--- config.mk ---
export PLATFORM = sky130hd
export DESIGN_NAME = apc_top
export DESIGN_NICKNAME = d
export VERILOG_FILES = /design/src/rtl/apc_pkg.sv /design/src/rtl/apc_top.sv
export SDC_FILE = /design/constraint.sdc
export NUM_CORES = 1
export LEC_CHECK = 0
export BUFFER_PORTS_ARGS = -buffer_cell sky130_fd_sc_hd__buf_2
export CORE_MARGIN = 2
export CORE_UTILIZATION = 50
export CTS_CLUSTER_DIAMETER = 60
export DETAILED_ROUTE_END_ITERATION = 6
export PLACE_DENSITY = 0.71
export SYNTH_ARGS = -nofsm -noshare
export SYNTH_HDL_FRONTEND = slang
export SYNTH_SLANG_ARGS = --single-unit
--- constraint.sdc ---
create_clock -name CLK_IN -period 4.3 [get_ports CLK_IN]
set_input_delay 0.645 -clock CLK_IN [delete_from_list [all_inputs] [get_ports CLK_IN]]
set_output_delay 0.645 -clock CLK_IN [all_outputs]
set_load 0.02 [all_outputs]
--- src/rtl/apc_pkg.sv ---
// constants, field layouts and carrier types of the converter control block
// What this block does
// RL1: select low needed for any access
// RL2: internal mode: write edge latches byte, converts
// RL3: external mode: second write ends acquisition
// RL4: read falling edge enables data drivers
// RL5: byte select picks upper or lower result
// RL6: low pins carry bits 0-3 or 8-11
// RL7: shutdown low forces complete sleep mode
// RL8: done goes low when result ready
// RL9: external clock pin or internal oscillator times
// RL10: timing bit 0 ends acquisition after six
// RL11: every conversion lasts twelve clock cycles
// RL12: select high ignores strobes, bus released
// RL13: upper byte pins 4-7 zero or sign
// RL14: done returns high when reading starts
// RL15: host ends acquisition writing timing bit clear
package apc_pkg;

	// ==========================================================================
	// timing
	localparam int unsigned CLK_FREQ_KHZ     = 100000;
	localparam int unsigned INT_OSC_FREQ_KHZ = 1560;
	// longest period of the internal oscillator, rounded down to whole cycles
	localparam int unsigned INT_OSC_DIV      = CLK_FREQ_KHZ / INT_OSC_FREQ_KHZ;
	localparam logic [3:0]  ACQ_CYCLES       = 4'h6;
	localparam logic [3:0]  CONV_CYCLES      = 4'hc;
	localparam logic [3:0]  MSB_INDEX        = 4'hb;

	// ==========================================================================
	// control byte
	localparam logic [1:0] PCM_EXT_CLOCK    = 2'h0;
	localparam logic [1:0] PCM_INT_CLOCK    = 2'h1;
	localparam logic [1:0] PCM_STANDBY      = 2'h2;
	localparam logic [1:0] PCM_COMPLETE     = 2'h3;
	localparam int unsigned PCM_SLEEP_BIT   = 1;
	localparam int unsigned PCM_CLOCK_BIT   = 0;

	typedef struct packed {
		logic [1:0] power_clock_mode;
		logic       sample_timing_select;
		logic       span_select;
		logic       signed_select;
		logic [2:0] input_channel_select;
	} apc_ctrl_t;

	localparam apc_ctrl_t CTRL_RESET = 8'h00;

	// ==========================================================================
	// pins sampled from outside the clock domain
	typedef struct packed {
		logic       cs_n;
		logic       wr_n;
		logic       rd_n;
		logic       upper_byte_select;
		logic       power_off_n;
		logic       ext_clk;
		logic [7:0] data;
	} apc_pins_t;

	localparam apc_pins_t PINS_IDLE = 14'h3b00;

	typedef enum logic [3:0] {
		ST_IDLE    = 4'h1,
		ST_ACQ_INT = 4'h2,
		ST_ACQ_EXT = 4'h4,
		ST_CONV    = 4'h8
	} apc_state_t;

	localparam logic [11:0] RESULT_RESET = 12'h000;

endpackage

--- src/rtl/apc_top.sv ---
// control and host-bus logic of the eight-channel successive-approximation converter
`timescale 1ns/1ps

module apc_top
	import apc_pkg::*;
#(
	parameter int unsigned OSC_DIV = INT_OSC_DIV
)
(
	input  wire logic        CLK_IN,
	input  wire logic        SYS_RST_IN,
	input  wire logic        CS_N_IN,
	input  wire logic        WR_N_IN,
	input  wire logic        RD_N_IN,
	input  wire logic        UPPER_BYTE_SELECT_IN,
	input  wire logic        POWER_OFF_N_IN,
	input  wire logic        EXT_CLK_IN,
	input  wire logic [7:0]  DATA_IN,
	input  wire logic        COMPARATOR_IN,
	output logic      [7:0]  DATA_OUT,
	output logic             DATA_OE_N_OUT,
	output logic             DONE_N_OUT,
	output logic             TRACK_OUT,
	output logic      [11:0] TRIAL_CODE_OUT,
	output logic      [2:0]  INPUT_CHANNEL_SELECT_OUT,
	output logic             SPAN_SELECT_OUT,
	output logic             SIGNED_SELECT_OUT,
	output logic             INT_CLOCK_OUT,
	output logic             STANDBY_SLEEP_MODE_OUT,
	output logic             COMPLETE_SLEEP_MODE_OUT
);

	// ==========================================================================
	// pin synchronisers: a change counts once the second and third stages agree
	apc_pins_t sync1;
	apc_pins_t sync2;
	apc_pins_t sync3;
	apc_pins_t pins;
	apc_pins_t pins_prev;
	apc_pins_t next_pins;

	always_comb
	begin
		next_pins = (sync2 & sync3) | (pins & (sync2 ^ sync3));
	end

	always_ff @(posedge CLK_IN)
	begin
		if (SYS_RST_IN)
		begin
			sync1     <= PINS_IDLE;
			sync2     <= PINS_IDLE;
			sync3     <= PINS_IDLE;
			pins      <= PINS_IDLE;
			pins_prev <= PINS_IDLE;
		end
		else
		begin
			sync1     <= {CS_N_IN, WR_N_IN, RD_N_IN, UPPER_BYTE_SELECT_IN, POWER_OFF_N_IN,
				EXT_CLK_IN, DATA_IN};
			sync2     <= sync1;
			sync3     <= sync2;
			pins      <= next_pins;
			pins_prev <= pins;
		end
	end

	// strobes only count while select is low
	logic wr_rise;
	logic rd_fall;
	logic shutdown;
	assign wr_rise  = !pins.cs_n && pins.wr_n && !pins_prev.wr_n;  // RL1 RL12
	assign rd_fall  = !pins.cs_n && !pins.rd_n && pins_prev.rd_n;  // RL1 RL4
	assign shutdown = !pins.power_off_n;

	// ==========================================================================
	// conversion clock: external pin edge or internal oscillator divider
	localparam int unsigned DIV_W = $clog2(OSC_DIV + 1);
	apc_ctrl_t         ctrl;
	logic              int_clock;
	logic [DIV_W-1:0]  div_cnt;
	logic [DIV_W-1:0]  next_div_cnt;
	logic              tick;

	always_comb
	begin
		next_div_cnt = div_cnt + 1'b1;
		if (!int_clock || div_cnt == DIV_W'(OSC_DIV - 1))
			next_div_cnt = '0;
	end

	always_ff @(posedge CLK_IN)
	begin
		if (SYS_RST_IN)
			div_cnt <= '0;
		else
			div_cnt <= next_div_cnt;
	end

	// the divider only turns over in internal mode, so one tick per wrap
	assign tick = int_clock ? (div_cnt == DIV_W'(OSC_DIV - 1))
		: (pins.ext_clk && !pins_prev.ext_clk);  // RL9

	// ==========================================================================
	// acquisition and conversion sequencer
	apc_state_t  state;
	apc_state_t  next_state;
	apc_ctrl_t   next_ctrl;
	logic        next_int_clock;
	logic [3:0]  cnt;
	logic [3:0]  next_cnt;
	logic [11:0] sar;
	logic [11:0] next_sar;
	logic [11:0] result;
	logic [11:0] next_result;
	logic        done_n;
	logic        next_done_n;
	logic        complete_sleep;
	logic        next_complete_sleep;

	always_comb
	begin
		next_state          = state;
		next_ctrl           = ctrl;
		next_int_clock      = int_clock;
		next_cnt            = cnt;
		next_sar            = sar;
		next_result         = result;
		next_done_n         = done_n;
		next_complete_sleep = shutdown || (ctrl.power_clock_mode == PCM_COMPLETE);  // RL7
		if (rd_fall)
			next_done_n = 1'b1;  // RL14
		case (state)
			ST_ACQ_INT:
			begin
				if (tick)
					next_cnt = cnt + 4'h1;
				if (tick && cnt == ACQ_CYCLES - 4'h1)  // RL10
				begin
					next_state = ST_CONV;
					next_cnt   = '0;
					next_sar   = 12'h800;
				end
			end
			ST_CONV:
			begin
				if (tick)
				begin
					// one decision per conversion clock, most significant first
					next_sar[MSB_INDEX - cnt] = COMPARATOR_IN;
					if (cnt != MSB_INDEX)
						next_sar[MSB_INDEX - cnt - 4'h1] = 1'b1;
					next_cnt = cnt + 4'h1;
				end
				if (tick && cnt == CONV_CYCLES - 4'h1)  // RL11
				begin
					next_result = next_sar;
					next_done_n = 1'b0;  // RL8
					next_state  = ST_IDLE;
					next_cnt    = '0;
				end
			end
			ST_ACQ_EXT, ST_IDLE:
			begin
			end
			default:
			begin
				next_state = ST_IDLE;
			end
		endcase
		// a write restarts acquisition from any point; a sleep mode idles, and a clear timing bit in external acquisition converts
		if (wr_rise)
		begin
			next_ctrl = apc_ctrl_t'(pins.data);  // RL2
			next_cnt  = '0;
			if (!next_ctrl.power_clock_mode[PCM_SLEEP_BIT])
				next_int_clock = next_ctrl.power_clock_mode[PCM_CLOCK_BIT];  // RL9
			if (next_ctrl.power_clock_mode[PCM_SLEEP_BIT])
				next_state = ST_IDLE;
			else if (state == ST_ACQ_EXT && !next_ctrl.sample_timing_select)
			begin
				next_state = ST_CONV;  // RL3 RL15
				next_sar   = 12'h800;
			end
			else if (next_ctrl.sample_timing_select)
				next_state = ST_ACQ_EXT;  // RL3
			else
				next_state = ST_ACQ_INT;  // RL2 RL10
		end
		if (shutdown)
		begin
			next_state = ST_IDLE;  // RL7
			next_cnt   = '0;
		end
	end

	always_ff @(posedge CLK_IN)
	begin
		if (SYS_RST_IN)
		begin
			state          <= ST_IDLE;
			ctrl           <= CTRL_RESET;
			int_clock      <= 1'b0;
			cnt            <= '0;
			sar            <= RESULT_RESET;
			result         <= RESULT_RESET;
			done_n         <= 1'b1;
			complete_sleep <= 1'b0;
		end
		else
		begin
			state          <= next_state;
			ctrl           <= next_ctrl;
			int_clock      <= next_int_clock;
			cnt            <= next_cnt;
			sar            <= next_sar;
			result         <= next_result;
			done_n         <= next_done_n;
			complete_sleep <= next_complete_sleep;
		end
	end

	// ==========================================================================
	// read side: drivers on from the read falling edge until read or select rise
	function automatic logic [7:0] read_byte(input logic [11:0] r, input logic upper,
		input logic signed_mode);
		if (upper)
			read_byte = {(signed_mode ? {4{r[11]}} : 4'h0), r[11:8]};  // RL5 RL6 RL13
		else
			read_byte = r[7:0];  // RL5 RL6
	endfunction

	logic       oe_n;
	logic       next_oe_n;
	logic [7:0] data_q;
	logic [7:0] next_data_q;

	always_comb
	begin
		next_oe_n = oe_n;
		if (rd_fall)
			next_oe_n = 1'b0;  // RL4
		if (pins.cs_n || pins.rd_n)
			next_oe_n = 1'b1;  // RL12
		// byte select may change during a read, so the bus follows it
		next_data_q = read_byte(result, pins.upper_byte_select, ctrl.signed_select);
	end

	always_ff @(posedge CLK_IN)
	begin
		if (SYS_RST_IN)
		begin
			oe_n   <= 1'b1;
			data_q <= 8'h00;
		end
		else
		begin
			oe_n   <= next_oe_n;
			data_q <= next_data_q;
		end
	end

	// ==========================================================================
	// outputs, all from flip-flops
	logic track;
	logic standby_sleep;
	always_ff @(posedge CLK_IN)
	begin
		if (SYS_RST_IN)
		begin
			track         <= 1'b0;
			standby_sleep <= 1'b0;
		end
		else
		begin
			track         <= (next_state == ST_ACQ_INT) || (next_state == ST_ACQ_EXT);
			standby_sleep <= !next_complete_sleep
				&& (next_ctrl.power_clock_mode == PCM_STANDBY);
		end
	end

	assign DATA_OUT                 = data_q;
	assign DATA_OE_N_OUT            = oe_n;
	assign DONE_N_OUT               = done_n;
	assign TRACK_OUT                = track;
	assign TRIAL_CODE_OUT           = sar;
	assign INPUT_CHANNEL_SELECT_OUT = ctrl.input_channel_select;
	assign SPAN_SELECT_OUT          = ctrl.span_select;
	assign SIGNED_SELECT_OUT        = ctrl.signed_select;
	assign INT_CLOCK_OUT            = int_clock;
	assign STANDBY_SLEEP_MODE_OUT   = standby_sleep;
	assign COMPLETE_SLEEP_MODE_OUT  = complete_sleep;

endmodule // apc_top

## Yosys cells after proc, flatten, opt, wreduce, memory -nomap -nowiden

Index checks and enable logic that the tools add are counted.

- Bitwise gates (word level): 7
- Equality and inequality tests: 12
- Reductions and logical operators: 30
- $add $sub $neg: 4
- Magnitude comparators: 4
- Multiplexer cells: 31

Operator list:

| cell | count |
|---|---|
| $mux W12 | 6 |
| $mux W4 | 10 |
| $and A14 B14 Y14 | 2 |
| $pmux W12 S2 | 1 |
| $mux W8 | 2 |
| $or A14 B14 Y14 | 1 |
| $xor A14 B14 Y14 | 1 |
| $bwmux W12 | 1 |
| $eq A4 B3 Y1 const B | 3 |
| $or A12 B12 Y12 | 1 |
| $pmux W4 S3 | 1 |
| $logic_and A1 B1 Y1 | 11 |
| $lt A4 B5 Y1 const B | 2 |
| $demux W1 S4 | 2 |
| $eq A4 B2 Y1 const B | 2 |
| $eq A4 B4 Y1 const B | 2 |
| $ge A4 B1 Y1 const B | 2 |
| $logic_not A1 Y1 | 8 |
| $pmux W4 S2 | 1 |
| $add A7 B1 Y7 const B | 1 |
| $eq A7 B6 Y1 const B | 1 |
| $mux W1 | 6 |
| $reduce_or A2 Y1 | 3 |
| $add A4 B1 Y4 const B | 1 |
| 11 further kinds | 17 |

- Register bits: 120
- Word-level logic and storage cells: 136
- Output and inout port bits: 31
- Bits of input ports: 17

## Depth between registers and ports, before layout

Gate-level depths: netlist of the first run.

- Word-level depth: 13
- Mapped depth: 8
- Depth with buffers taken out: 7

## Worst setup path before layout of the first run

Ideal clock, no wire load.

- Path type: flip-flop to flip-flop
- From: register div_cnt[0]
- To: register sar[1] (netlist: TRIAL_CODE_OUT[1])
- Period minus slack after synthesis: 1.854 ns
- Setup slack: 2.446 ns
- Library setup time: 0.120 ns
- Path buffers: 1
- Cell stages (with the launch flop): 8
- Arrival: 1.734 ns
- Required time: 4.180 ns
- Cells stage by stage: dfxtp_1 ha_1 and3_1 clkbuf_1 a21oi_2 nor2_1 and4_1 a211o_1

- Word-level cells in the longest chain between the ends: 8
- Elaborated cells between the ends (all ways): 9
- Those cells by class: eq/ne: 1; mux: 7; reduce/logical: 1

RTL lines:

| what | line | RTL |
|---|---|---|
| start: declaration | apc_top.sv:81 | `logic [DIV_W-1:0] div_cnt;` |
| start signal: assignment | apc_top.sv:97 | `div_cnt <= next_div_cnt;` |
| $eq A7 B6 Y1 (*) | apc_top.sv:101 | `assign tick = int_clock ? (div_cnt == DIV_W'(OSC_DIV - 1))` |
| $mux W1 (*) | apc_top.sv:101 |  |
| $logic_and A1 B1 Y1 | apc_top.sv:138 | `if (tick && cnt == ACQ_CYCLES - 4'h1)` |
| $mux W12 | apc_top.sv:138 |  |
| $pmux W12 S2 (*) | apc_top.sv:133 | `case (state)` |
| $mux W12 | apc_top.sv:180 | `else if (state == ST_ACQ_EXT && !next_ctrl.sample_timing_select)` |
| $mux W12 | apc_top.sv:178 | `if (next_ctrl.power_clock_mode[PCM_SLEEP_BIT])` |
| $mux W12 (*) | apc_top.sv:172 | `if (wr_rise)` |
| end signal: assignment | apc_top.sv:216 | `sar <= next_sar;` |
| end: declaration | apc_top.sv:112 | `logic [11:0] sar;` |

Mark *: on every way between the ends. The rest lies on a longest branch, timed or not.
A chain may end at the register's enable or synchronous reset.

## Worst setup path after layout of the first run

- From: register cnt[2]
- To: register result[11]

- Word-level cells in the longest chain between the ends: 9
- Elaborated cells between the ends (all ways): 20
- Those cells by class: add/sub: 2; order compare: 4; eq/ne: 2; mux: 7; bitwise: 1; reduce/logical: 4

RTL lines:

| what | line | RTL |
|---|---|---|
| start: declaration | apc_top.sv:110 | `logic [3:0] cnt;` |
| start signal: assignment | apc_top.sv:215 | `cnt <= next_cnt;` |
| $sub A4 B4 Y4 | apc_top.sv:150, apc_top.sv:152 |  |
| $sub A4 B1 Y4, or another cell as far along | apc_top.sv:152 | `next_sar[MSB_INDEX - cnt - 4'h1] = 1'b1;` |
| $lt A4 B5 Y1 (not written as such), or another cell as far along | apc_top.sv:152 |  |
| $logic_and A1 B1 Y1 (not written as such) or $mux W1 (tied branches) | apc_top.sv:152, apc_top.sv:150 |  |
| $mux W1 (not written as such) or $demux W1 S4 (tied branches) | apc_top.sv:152, apc_top.sv:150 |  |
| $demux W1 S4 or $bwmux W12 (tied branches) | apc_top.sv:152, apc_top.sv:150 |  |
| $or A12 B12 Y12 (no source line) | n/a |  |
| $mux W12 | apc_top.sv:151 | `if (cnt != MSB_INDEX)` |
| $mux W12 | apc_top.sv:147 | `if (tick)` |
| end signal: assignment | apc_top.sv:217 | `result <= next_result;` |
| end: declaration | apc_top.sv:114 | `logic [11:0] result;` |

Parallel ways exist; a longest one is shown, timed or not.

==> results.json, run 1 <==
{
  "worst-setup-path-type": "reg -> reg",
  "synth_flop_cell": "dfxtp_1",
  "fin_skew_ns": 0.00837,
  "grt_pass1_vias": 3336,
  "clock.fmax_mhz": 443,
  "cp.depth": 6,
  "vias": 3522,
  "top_level_ports": 48,
  "power.ir.vdd_worst_mv": 0.327,
  "die_y_um": 102,
  "yosys_warnings": 0,
  "grt_overflow": 0,
  "synth_area_um2": 4760,
  "cts_hold_buffers": 0,
  "setup_viol_count_final": 0,
  "final.setup.tns_ns": 0,
  "dieArea_um2": 10300,
  "sequential_share_of_power": 0.449,
  "clkTransAtPathRegs_ns": 0.06,
  "power_frac_comb": 0.022,
  "cp_top_family": "simple AND/OR/NAND/NOR gates",
  "power.net_switching_w": 0.000623,
  "synth_cells": 486,
  "biggest_cell_delay_along_the_critical_path_ns": 0.71,
  "grt_usage": 0.196,
  "hold-path-cell-count": 2,
  "buffer_ports.inserted": 47,
  "timing.critical_path.slowest_stage_cell": "nor3_4",
  "detail_route.drc_violations": 0,
  "first_pass_grt_wire_length_um": 15600,
  "post_drt_via_cell_ratio": 5.25,
  "crit_path_start_kind": "flop",
  "rows": 35,
  "cts-buffers-inserted": 17,
  "critical_path.max_fanout": 22,
  "outcome": "completed",
  "synth_seq_cells": 119,
  "fin_crit_sh": 0.525,
  "synth_area_per_cell_um2": 9.79,
  "ys_seq_area_frac": 0.501,
  "post_cts_buffers": 0,
  "totalWireLength_um": 9300,
  "htree_num_levels": 4,
  "r2r.worst_path.cells": 6,
  "power.share.clock": 0.529,
  "cts_root_buffer": "clkbuf_8",
  "finalCriticalPeriod_ns": 2.26,
  "area_of_the_multi_input_gates_um2": 2220,
  "fill_cell_count": 799,
  "tritonroute_pass_1_iters": 4,
  "rsz0062_at_grt": "false",
  "final-max-slew-violation-count": 0,
  "async_flop_share": 0,
  "areaGrowthSynthToFinish_pct": 17.9,
  "critical_path_buf_inv_count": 1,
  "last_weighted_congestion_value_of_the_routability_driven_placer": 0.865,
  "power_per_cell_area_nw_per_um2": 448,
  "hp-class": "in -> reg",
  "clock_tree_from_tritoncts": "done",
  "maxSlewHeadroom": 0.416,
  "crit_required_ns": 4.74,
  "num-nets-final": 572,
  "cts_num_sinks": 119,
  "drt_first_iter_violations": 147,
  "arrival_ns": 2.70,
  "critical_path.endpoint_type": "flop",
  "actual_slew_at_the_worst_max_slew_pin_ns": 0.873,
  "floorplan.core_area_um2": 9240,
  "drive_gt1_frac": 0.216,
  "antenna_cells_inserted": 0,
  "clkLatencyLatePin_ns": 0.52,
  "synth_enable_flop_cells": 0,
  "cap_viol_max_count": 0,
  "critical_path.cell_chain": "inv_1 -> ha_1 -> nand2_1 -> nor3_4 -> nand3_1 -> a21oi_1",
  "internal_power_w": 0.00189,
  "antenna_violations_before_repair": 0,
  "p_total_w": 0.00251,
  "synthesis.nets": 529,
  "total_leakage_power_nw": 2.25,
  "cts-root-to-sink-buffers": 2,
  "die_width_um": 102,
  "post_drt_wl_per_cell_um": 13.9,
  "ant_nets": 0,
  "yosys.cell_types.count": 55,
  "initial_core_util": 0.515,
  "area.sequential_um2": 2380,
  "dp_hpwl_um": 6000,
  "post_cts.resized_instances": 0,
  "grt_start_max_net_pins": 56,
  "power.share.switching": 0.248,
  "final-hold-violation-count": 0
}
[power groups by stage]
| stage | sequential, W | combinational [W] | clock, W |
|---|---|---|---|
| after global placement | 0.00115 | 0.0000524 | 0 |
| after floorplan | 0.00115 | 0.0000390 | 0 |
| after detailed placement | 0.00115 | 0.0000540 | 0 |
| final | 0.00113 | 0.0000543 | 0.00133 |
| after global routing | 0.00113 | 0.0000614 | 0.00141 |
| after CTS | 0.00113 | 0.0000551 | 0.00135 |
[synthesized netlist by cell type (all sizes together) (2+ instances only)]
| cell type | number | area [µm²] |
|---|---|---|
| a211o | 8 | 70.1 |
| nor2 | 45 | 176 |
| nand2 | 35 | 131 |
| nand4 | 3 | 18.8 |
| o211ai | 4 | 30.0 |
| a32oi | 2 | 17.5 |
| ha | 26 | 325 |
| nand3 | 30 | 150 |
| or2 | 18 | 113 |
| nor3b | 3 | 22.5 |
| o221ai | 3 | 26.3 |
| o21ai | 12 | 60.1 |
| nor4 | 4 | 25.0 |
| a21oi | 34 | 174 |
| clkbuf | 15 | 56.3 |
| or3 | 2 | 12.5 |
| nor2b | 30 | 188 |
| and2 | 3 | 18.8 |
| dfxtp | 119 | 2380 |
| a31oi | 4 | 25.0 |
| and4 | 2 | 17.5 |
| xor2 | 2 | 17.5 |
| inv | 8 | 30.0 |
| a211oi | 10 | 110 |
| nand2b | 6 | 37.5 |
| nor4b | 4 | 62.6 |
| mux2i | 11 | 110 |
| xnor2 | 7 | 61.3 |
| buf | 10 | 75.1 |
| nor3 | 5 | 36.3 |
| and3 | 6 | 37.5 |
[through the flow]
| step | hold slack (ns) | std cells | cell area (µm²) | utilization | setup slack [ns] |
|---|---|---|---|---|---|
| floorplan | 0.389 | 486 | 4760 | - | 2.45 |
| global placement | 0.392 | 639 | 5040 | 0.545 | 1.95 |
| detailed placement | 0.395 | 639 | 5040 | 0.545 | 1.93 |
| CTS | 0.286 | 671 | 5610 | 0.607 | 2.03 |
| global route | 0.289 | 671 | 5610 | 0.607 | 1.81 |
| finish | 0.304 | 671 | 5610 | 0.607 | 2.04 |
[flip-flops by register name, indices dropped and copies added (netlist names), 2 cells and up]
signal	flops
sync1	14
ctrl	2
sync2	14
result	12
cnt	4
DATA_OUT	8
sync3	14
INPUT_CHANNEL_SELECT_OUT	3
div_cnt	7
pins	14
pins_prev	3
state	4
TRIAL_CODE_OUT	12
[cell families (layout without fill, tap and decap cells)]
group                    Yosys count  after routing  share of synthesized area
AO/OA/AOI/OAI                     86             86                      0.125
XOR/XNOR                           9              9                     0.0166
adder cells (fa/ha/maj)           26             26                     0.0683
buffers and inverters             33             89                     0.0339
flip-flops                       119            119                      0.501
multiplexers                      12             12                     0.0255
AND/OR/NAND/NOR                  201            201                      0.230
[routing by layer]
layer | part of all wire | track usage
met3 | 0.056 | 0.0587
met5 | 0 | 0
met1 | 0.44 | 0.235
met2 | 0.48 | 0.313
met4 | 0.019 | 0.108
[final timing paths]
path | start | endpoint | slack (ns)
hold reg to reg | sync1[11] | sync2[11] | 0.41
setup reg to reg | cnt[2] | result[11] | 2.04
setup / recovery | cnt[2] | result[11] | 2.04
hold / removal | POWER_OFF_N_IN | sync1[9] | 0.30
[layout make-up]
type,count,share of cell area
Sequential cell,119,0.425
Multi-Input combinational cell,334,0.395
Clock buffer,17,0.0738
Timing Repair Buffer,49,0.0446
Tap cell,129,0.0288
Clock inverter,15,0.0281
Inverter,8,0.00535
[layout by cell type (no fill, tap or decap), drive strengths merged, types with 5 or more instances in the layout]
master | Yosys | final
clkinv | 0 | 5
a21oi | 34 | 34
nor3 | 5 | 5
mux2i | 11 | 11
o21ai | 12 | 12
nand2 | 35 | 35
or2 | 18 | 18
buf | 10 | 49
nor2b | 30 | 30
ha | 26 | 26
dfxtp | 119 | 119
nor2 | 45 | 45
and3 | 6 | 6
clkbuf | 15 | 17
xnor2 | 7 | 7
nand2b | 6 | 6
nand3 | 30 | 30
a211oi | 10 | 10
inv | 8 | 17
a211o | 8 | 8
(Power assumes the default switching activity.)
==> inputs of run 2 (changes only) <==
--- a/config.mk
+++ b/config.mk
@@ -5,6 +5,7 @@
 export SDC_FILE = /design/constraint.sdc
 export NUM_CORES = 1
 export LEC_CHECK = 0
+export ABC_AREA = 1
 export BUFFER_PORTS_ARGS = -buffer_cell sky130_fd_sc_hd__buf_2
 export CORE_MARGIN = 2
 export CORE_UTILIZATION = 50
==> constraint.sdc (replaced) <==
create_clock -name CLK_IN -period 2.2 [get_ports CLK_IN]
set_input_delay 0.33 -clock CLK_IN [delete_from_list [all_inputs] [get_ports CLK_IN]]
set_output_delay 0.33 -clock CLK_IN [all_outputs]
set_load 0.02 [all_outputs]
==> run 2 against run 1 <==
  * Sequential share of layout area shrank 1.2 points
  * Combinational power grew 130%
  * Total power is 96% higher
  * Non-clock buffer count is 9 higher
  * Sequential power up 96%
  * Final cell count up 21%
  * First-iteration DRC count grew 24%
  * Via count rose by 11%
  * Clock power rose by 94%
  * Area after synthesis increased by 1.2%
  * Core utilization increased by 1.5 points
==> results.json, run 2 <==
{
  "crit_required_ns": 2.60,
  "fill_cell_count": 852,
  "totalWireLength_um": 9630,
  "tritonroute_pass_1_iters": 5,
  "clkTransAtPathRegs_ns": 0.06,
  "drive_gt1_frac": 0.171,
  "areaGrowthSynthToFinish_pct": 20.0,
  "rsz0062_at_grt": "false",
  "arrival_ns": 2.38,
  "clock_tree_from_tritoncts": "done",
  "layout.cells.most_common": "dfxtp_1",
  "clock.fmax_mhz": 506,
  "maxSlewHeadroom": 0.620,
  "fin_crit_sh": 0.898,
  "yosys.cell_types.count": 34,
  "vias": 3912,
  "die_y_um": 102,
  "synth_cells": 609,
  "cts_num_sinks": 119,
  "floorplan.core_area_um2": 9280,
  "finalCriticalPeriod_ns": 1.98,
  "ys_top_cells_by_count": "119 x dfxtp_1, 115 x nand2_1, 86 x nor2_1, 77 x inv_1, 47 x a21oi_1",
  "die_width_um": 102,
  "outcome": "completed",
  "final-instance-count-excl-fill": 809,
  "cts_root_buffer": "clkbuf_8",
  "final-hold-violation-count": 0,
  "ant_nets": 0,
  "initial_core_util": 0.519,
  "most-common-layout-cells": "119 x dfxtp_1, 115 x nand2_1, 86 x nor2_1, 77 x inv_1",
  "cts-root-to-sink-buffers": 2,
  "drt_first_iter_violations": 183,
  "power.ir.vdd_worst_mv": 0.551,
  "grt_overflow": 0,
  "actual_slew_at_the_worst_max_slew_pin_ns": 0.566,
  "clkLatencyLatePin_ns": 0.51,
  "last_weighted_congestion_value_of_the_routability_driven_placer": 0.933,
  "first_pass_grt_wire_length_um": 16300,
  "buffer_ports.inserted": 47,
  "dp.cells": 772,
  "setup_viol_count_final": 0,
  "rows": 35,
  "cts-buffers-inserted": 17,
  "ys_seq_area_frac": 0.495,
  "htree_num_levels": 4,
  "post_drt_via_cell_ratio": 4.84,
  "hp-class": "in -> reg",
  "synth.largest_area_cell": "dfxtp_1",
  "async_flop_share": 0,
  "dp_hpwl_um": 6650,
  "synthesis.nets": 652,
  "final.setup.tns_ns": 0,
  "antenna_violations_before_repair": 0,
  "fin_skew_ns": 0.00880,
  "num-nets-final": 710,
  "synth_area_um2": 4810,
  "cap_viol_max_count": 0,
  "power_per_cell_area_nw_per_um2": 851,
  "grt_pass1_vias": 3705,
  "yosys_warnings": 0,
  "crit_path_start_kind": "flop",
  "detail_route.drc_violations": 0,
  "synth_seq_cells": 119,
  "worst-setup-path-type": "reg -> reg",
  "total_leakage_power_nw": 2.65,
  "top_level_ports": 48,
  "critical_path.max_fanout": 17,
  "synth_top_area_frac": 0.495,
  "top_area_cells_in_the_synthesized_netlist": "dfxtp_1 49%, nand2_1 9.0%, ha_1 6.8%",
  "synth_enable_flop_cells": 0,
  "critical_path.endpoint_type": "flop",
  "grt_usage": 0.200,
  "yosysMostFrequentCell": "dfxtp_1",
  "antenna_cells_inserted": 0,
  "synth_area_per_cell_um2": 7.91,
  "grt_start_max_net_pins": 48,
  "final-max-slew-violation-count": 0,
  "synth_flop_cell": "dfxtp_1",
  "dieArea_um2": 10400,
  "post_drt_wl_per_cell_um": 11.9
}
run 2: cell count changes in the layout (fill, tap and decap cells not counted), moves of 6 or more:
| cell | change |
|---|---|
| inv_1 | +69 |
| nor2b_1 | -30 |
| o21ai_0 | +19 |
| nor2_1 | +42 |
| or2_2 | +6 |
| xnor2_1 | -6 |
| a211o_1 | -8 |
| a21oi_1 | +14 |
| and3_1 | -6 |
| nand2b_1 | -6 |
| nand2_1 | +80 |
| mux2i_1 | -11 |
| a211oi_2 | -7 |
run 2: stage by stage:
stage	total power [W]	hold slack (ns)	cell area, µm²	worst slack (ns)	utilization
after global routing	0.00509	0.0169	5780	0.0579	0.622
final	0.00492	0.0167	5780	0.225	0.622
after CTS	0.00496	0.00575	5780	0.233	0.622
after floorplan	0.00233	0.388	4810	0.428	-
after detailed placement	0.00237	0.393	5160	0.247	0.556
after global placement	0.00237	0.391	5160	0.333	0.556
run 2: cell type report:
class / instances / area, µm² / share of cell area
Sequential cell: 119 / 2380 / 0.412
Multi-Input combinational cell: 392 / 2040 / 0.353
Clock buffer: 18 / 428 / 0.0741
Timing Repair Buffer: 58 / 330 / 0.0572
Inverter: 79 / 298 / 0.0515
Tap cell: 129 / 161 / 0.0279
Clock inverter: 14 / 139 / 0.0240
run 2: critical path, stage by stage, from the launching register on:
cell and delay, ns:
dfxtp_1 0.33, inv_1 0.11, ha_1 0.27, nand2_1 0.19, inv_1 0.13, nand4_4 0.19
clkinv_2 0.22, or2_2 0.33, nand3_1 0.07, inv_1 0.04
run 2: metal layers:
layer,track usage,vias to the layer above,share of wire
met2,0.356,92,0.50
met3,0.0479,13,0.046
met1,0.235,1763,0.44
met5,0,-,0
li1,-,2044,-
met4,0.0738,0,0.0085
run 2: power breakdown:
part | total (W) | switching [W] | leakage, nW | internal [W]
combinational | 0.000126 | 0.0000744 | 1.40 | 0.0000520
sequential | 0.00221 | 0.0000135 | 0.967 | 0.00219
clock | 0.00258 | 0.00103 | 0.276 | 0.00155
total | 0.00492 | 0.00112 | 2.65 | 0.00380
run 2: cells by family (layout without fill, tap and decap cells):
| group | count (synthesis) | after routing | share of synthesized area |
|---|---|---|---|
| flip-flops | 119 | 119 | 0.495 |
| AO/OA/AOI/OAI | 87 | 87 | 0.0969 |
| buffers and inverters | 98 | 169 | 0.0816 |
| adder cells (fa/ha/maj) | 26 | 26 | 0.0676 |
| XOR/XNOR | 6 | 6 | 0.0109 |
| AND/OR/NAND/NOR | 273 | 273 | 0.248 |
run 2: worst paths after layout:
| kind | start | end | slack, ns | cells past startpoint |
|---|---|---|---|---|
| setup / recovery | cnt[2] | result[8] | 0.22 | 9 |
| hold / removal | DATA_IN[4] | sync1[4] | 0.02 | 3 |
| setup reg to reg | cnt[2] | result[8] | 0.22 | 9 |
| hold reg to reg | sync1[7] | sync2[7] | 0.40 | 2 |
run 2: what timing repair did:
item	CTS	global route
buffers inserted	0	0
hold buffers	5	0
resized for setup	0	0
endpoints found under the hold margin	5	0
endpoints found under the setup margin	0	0
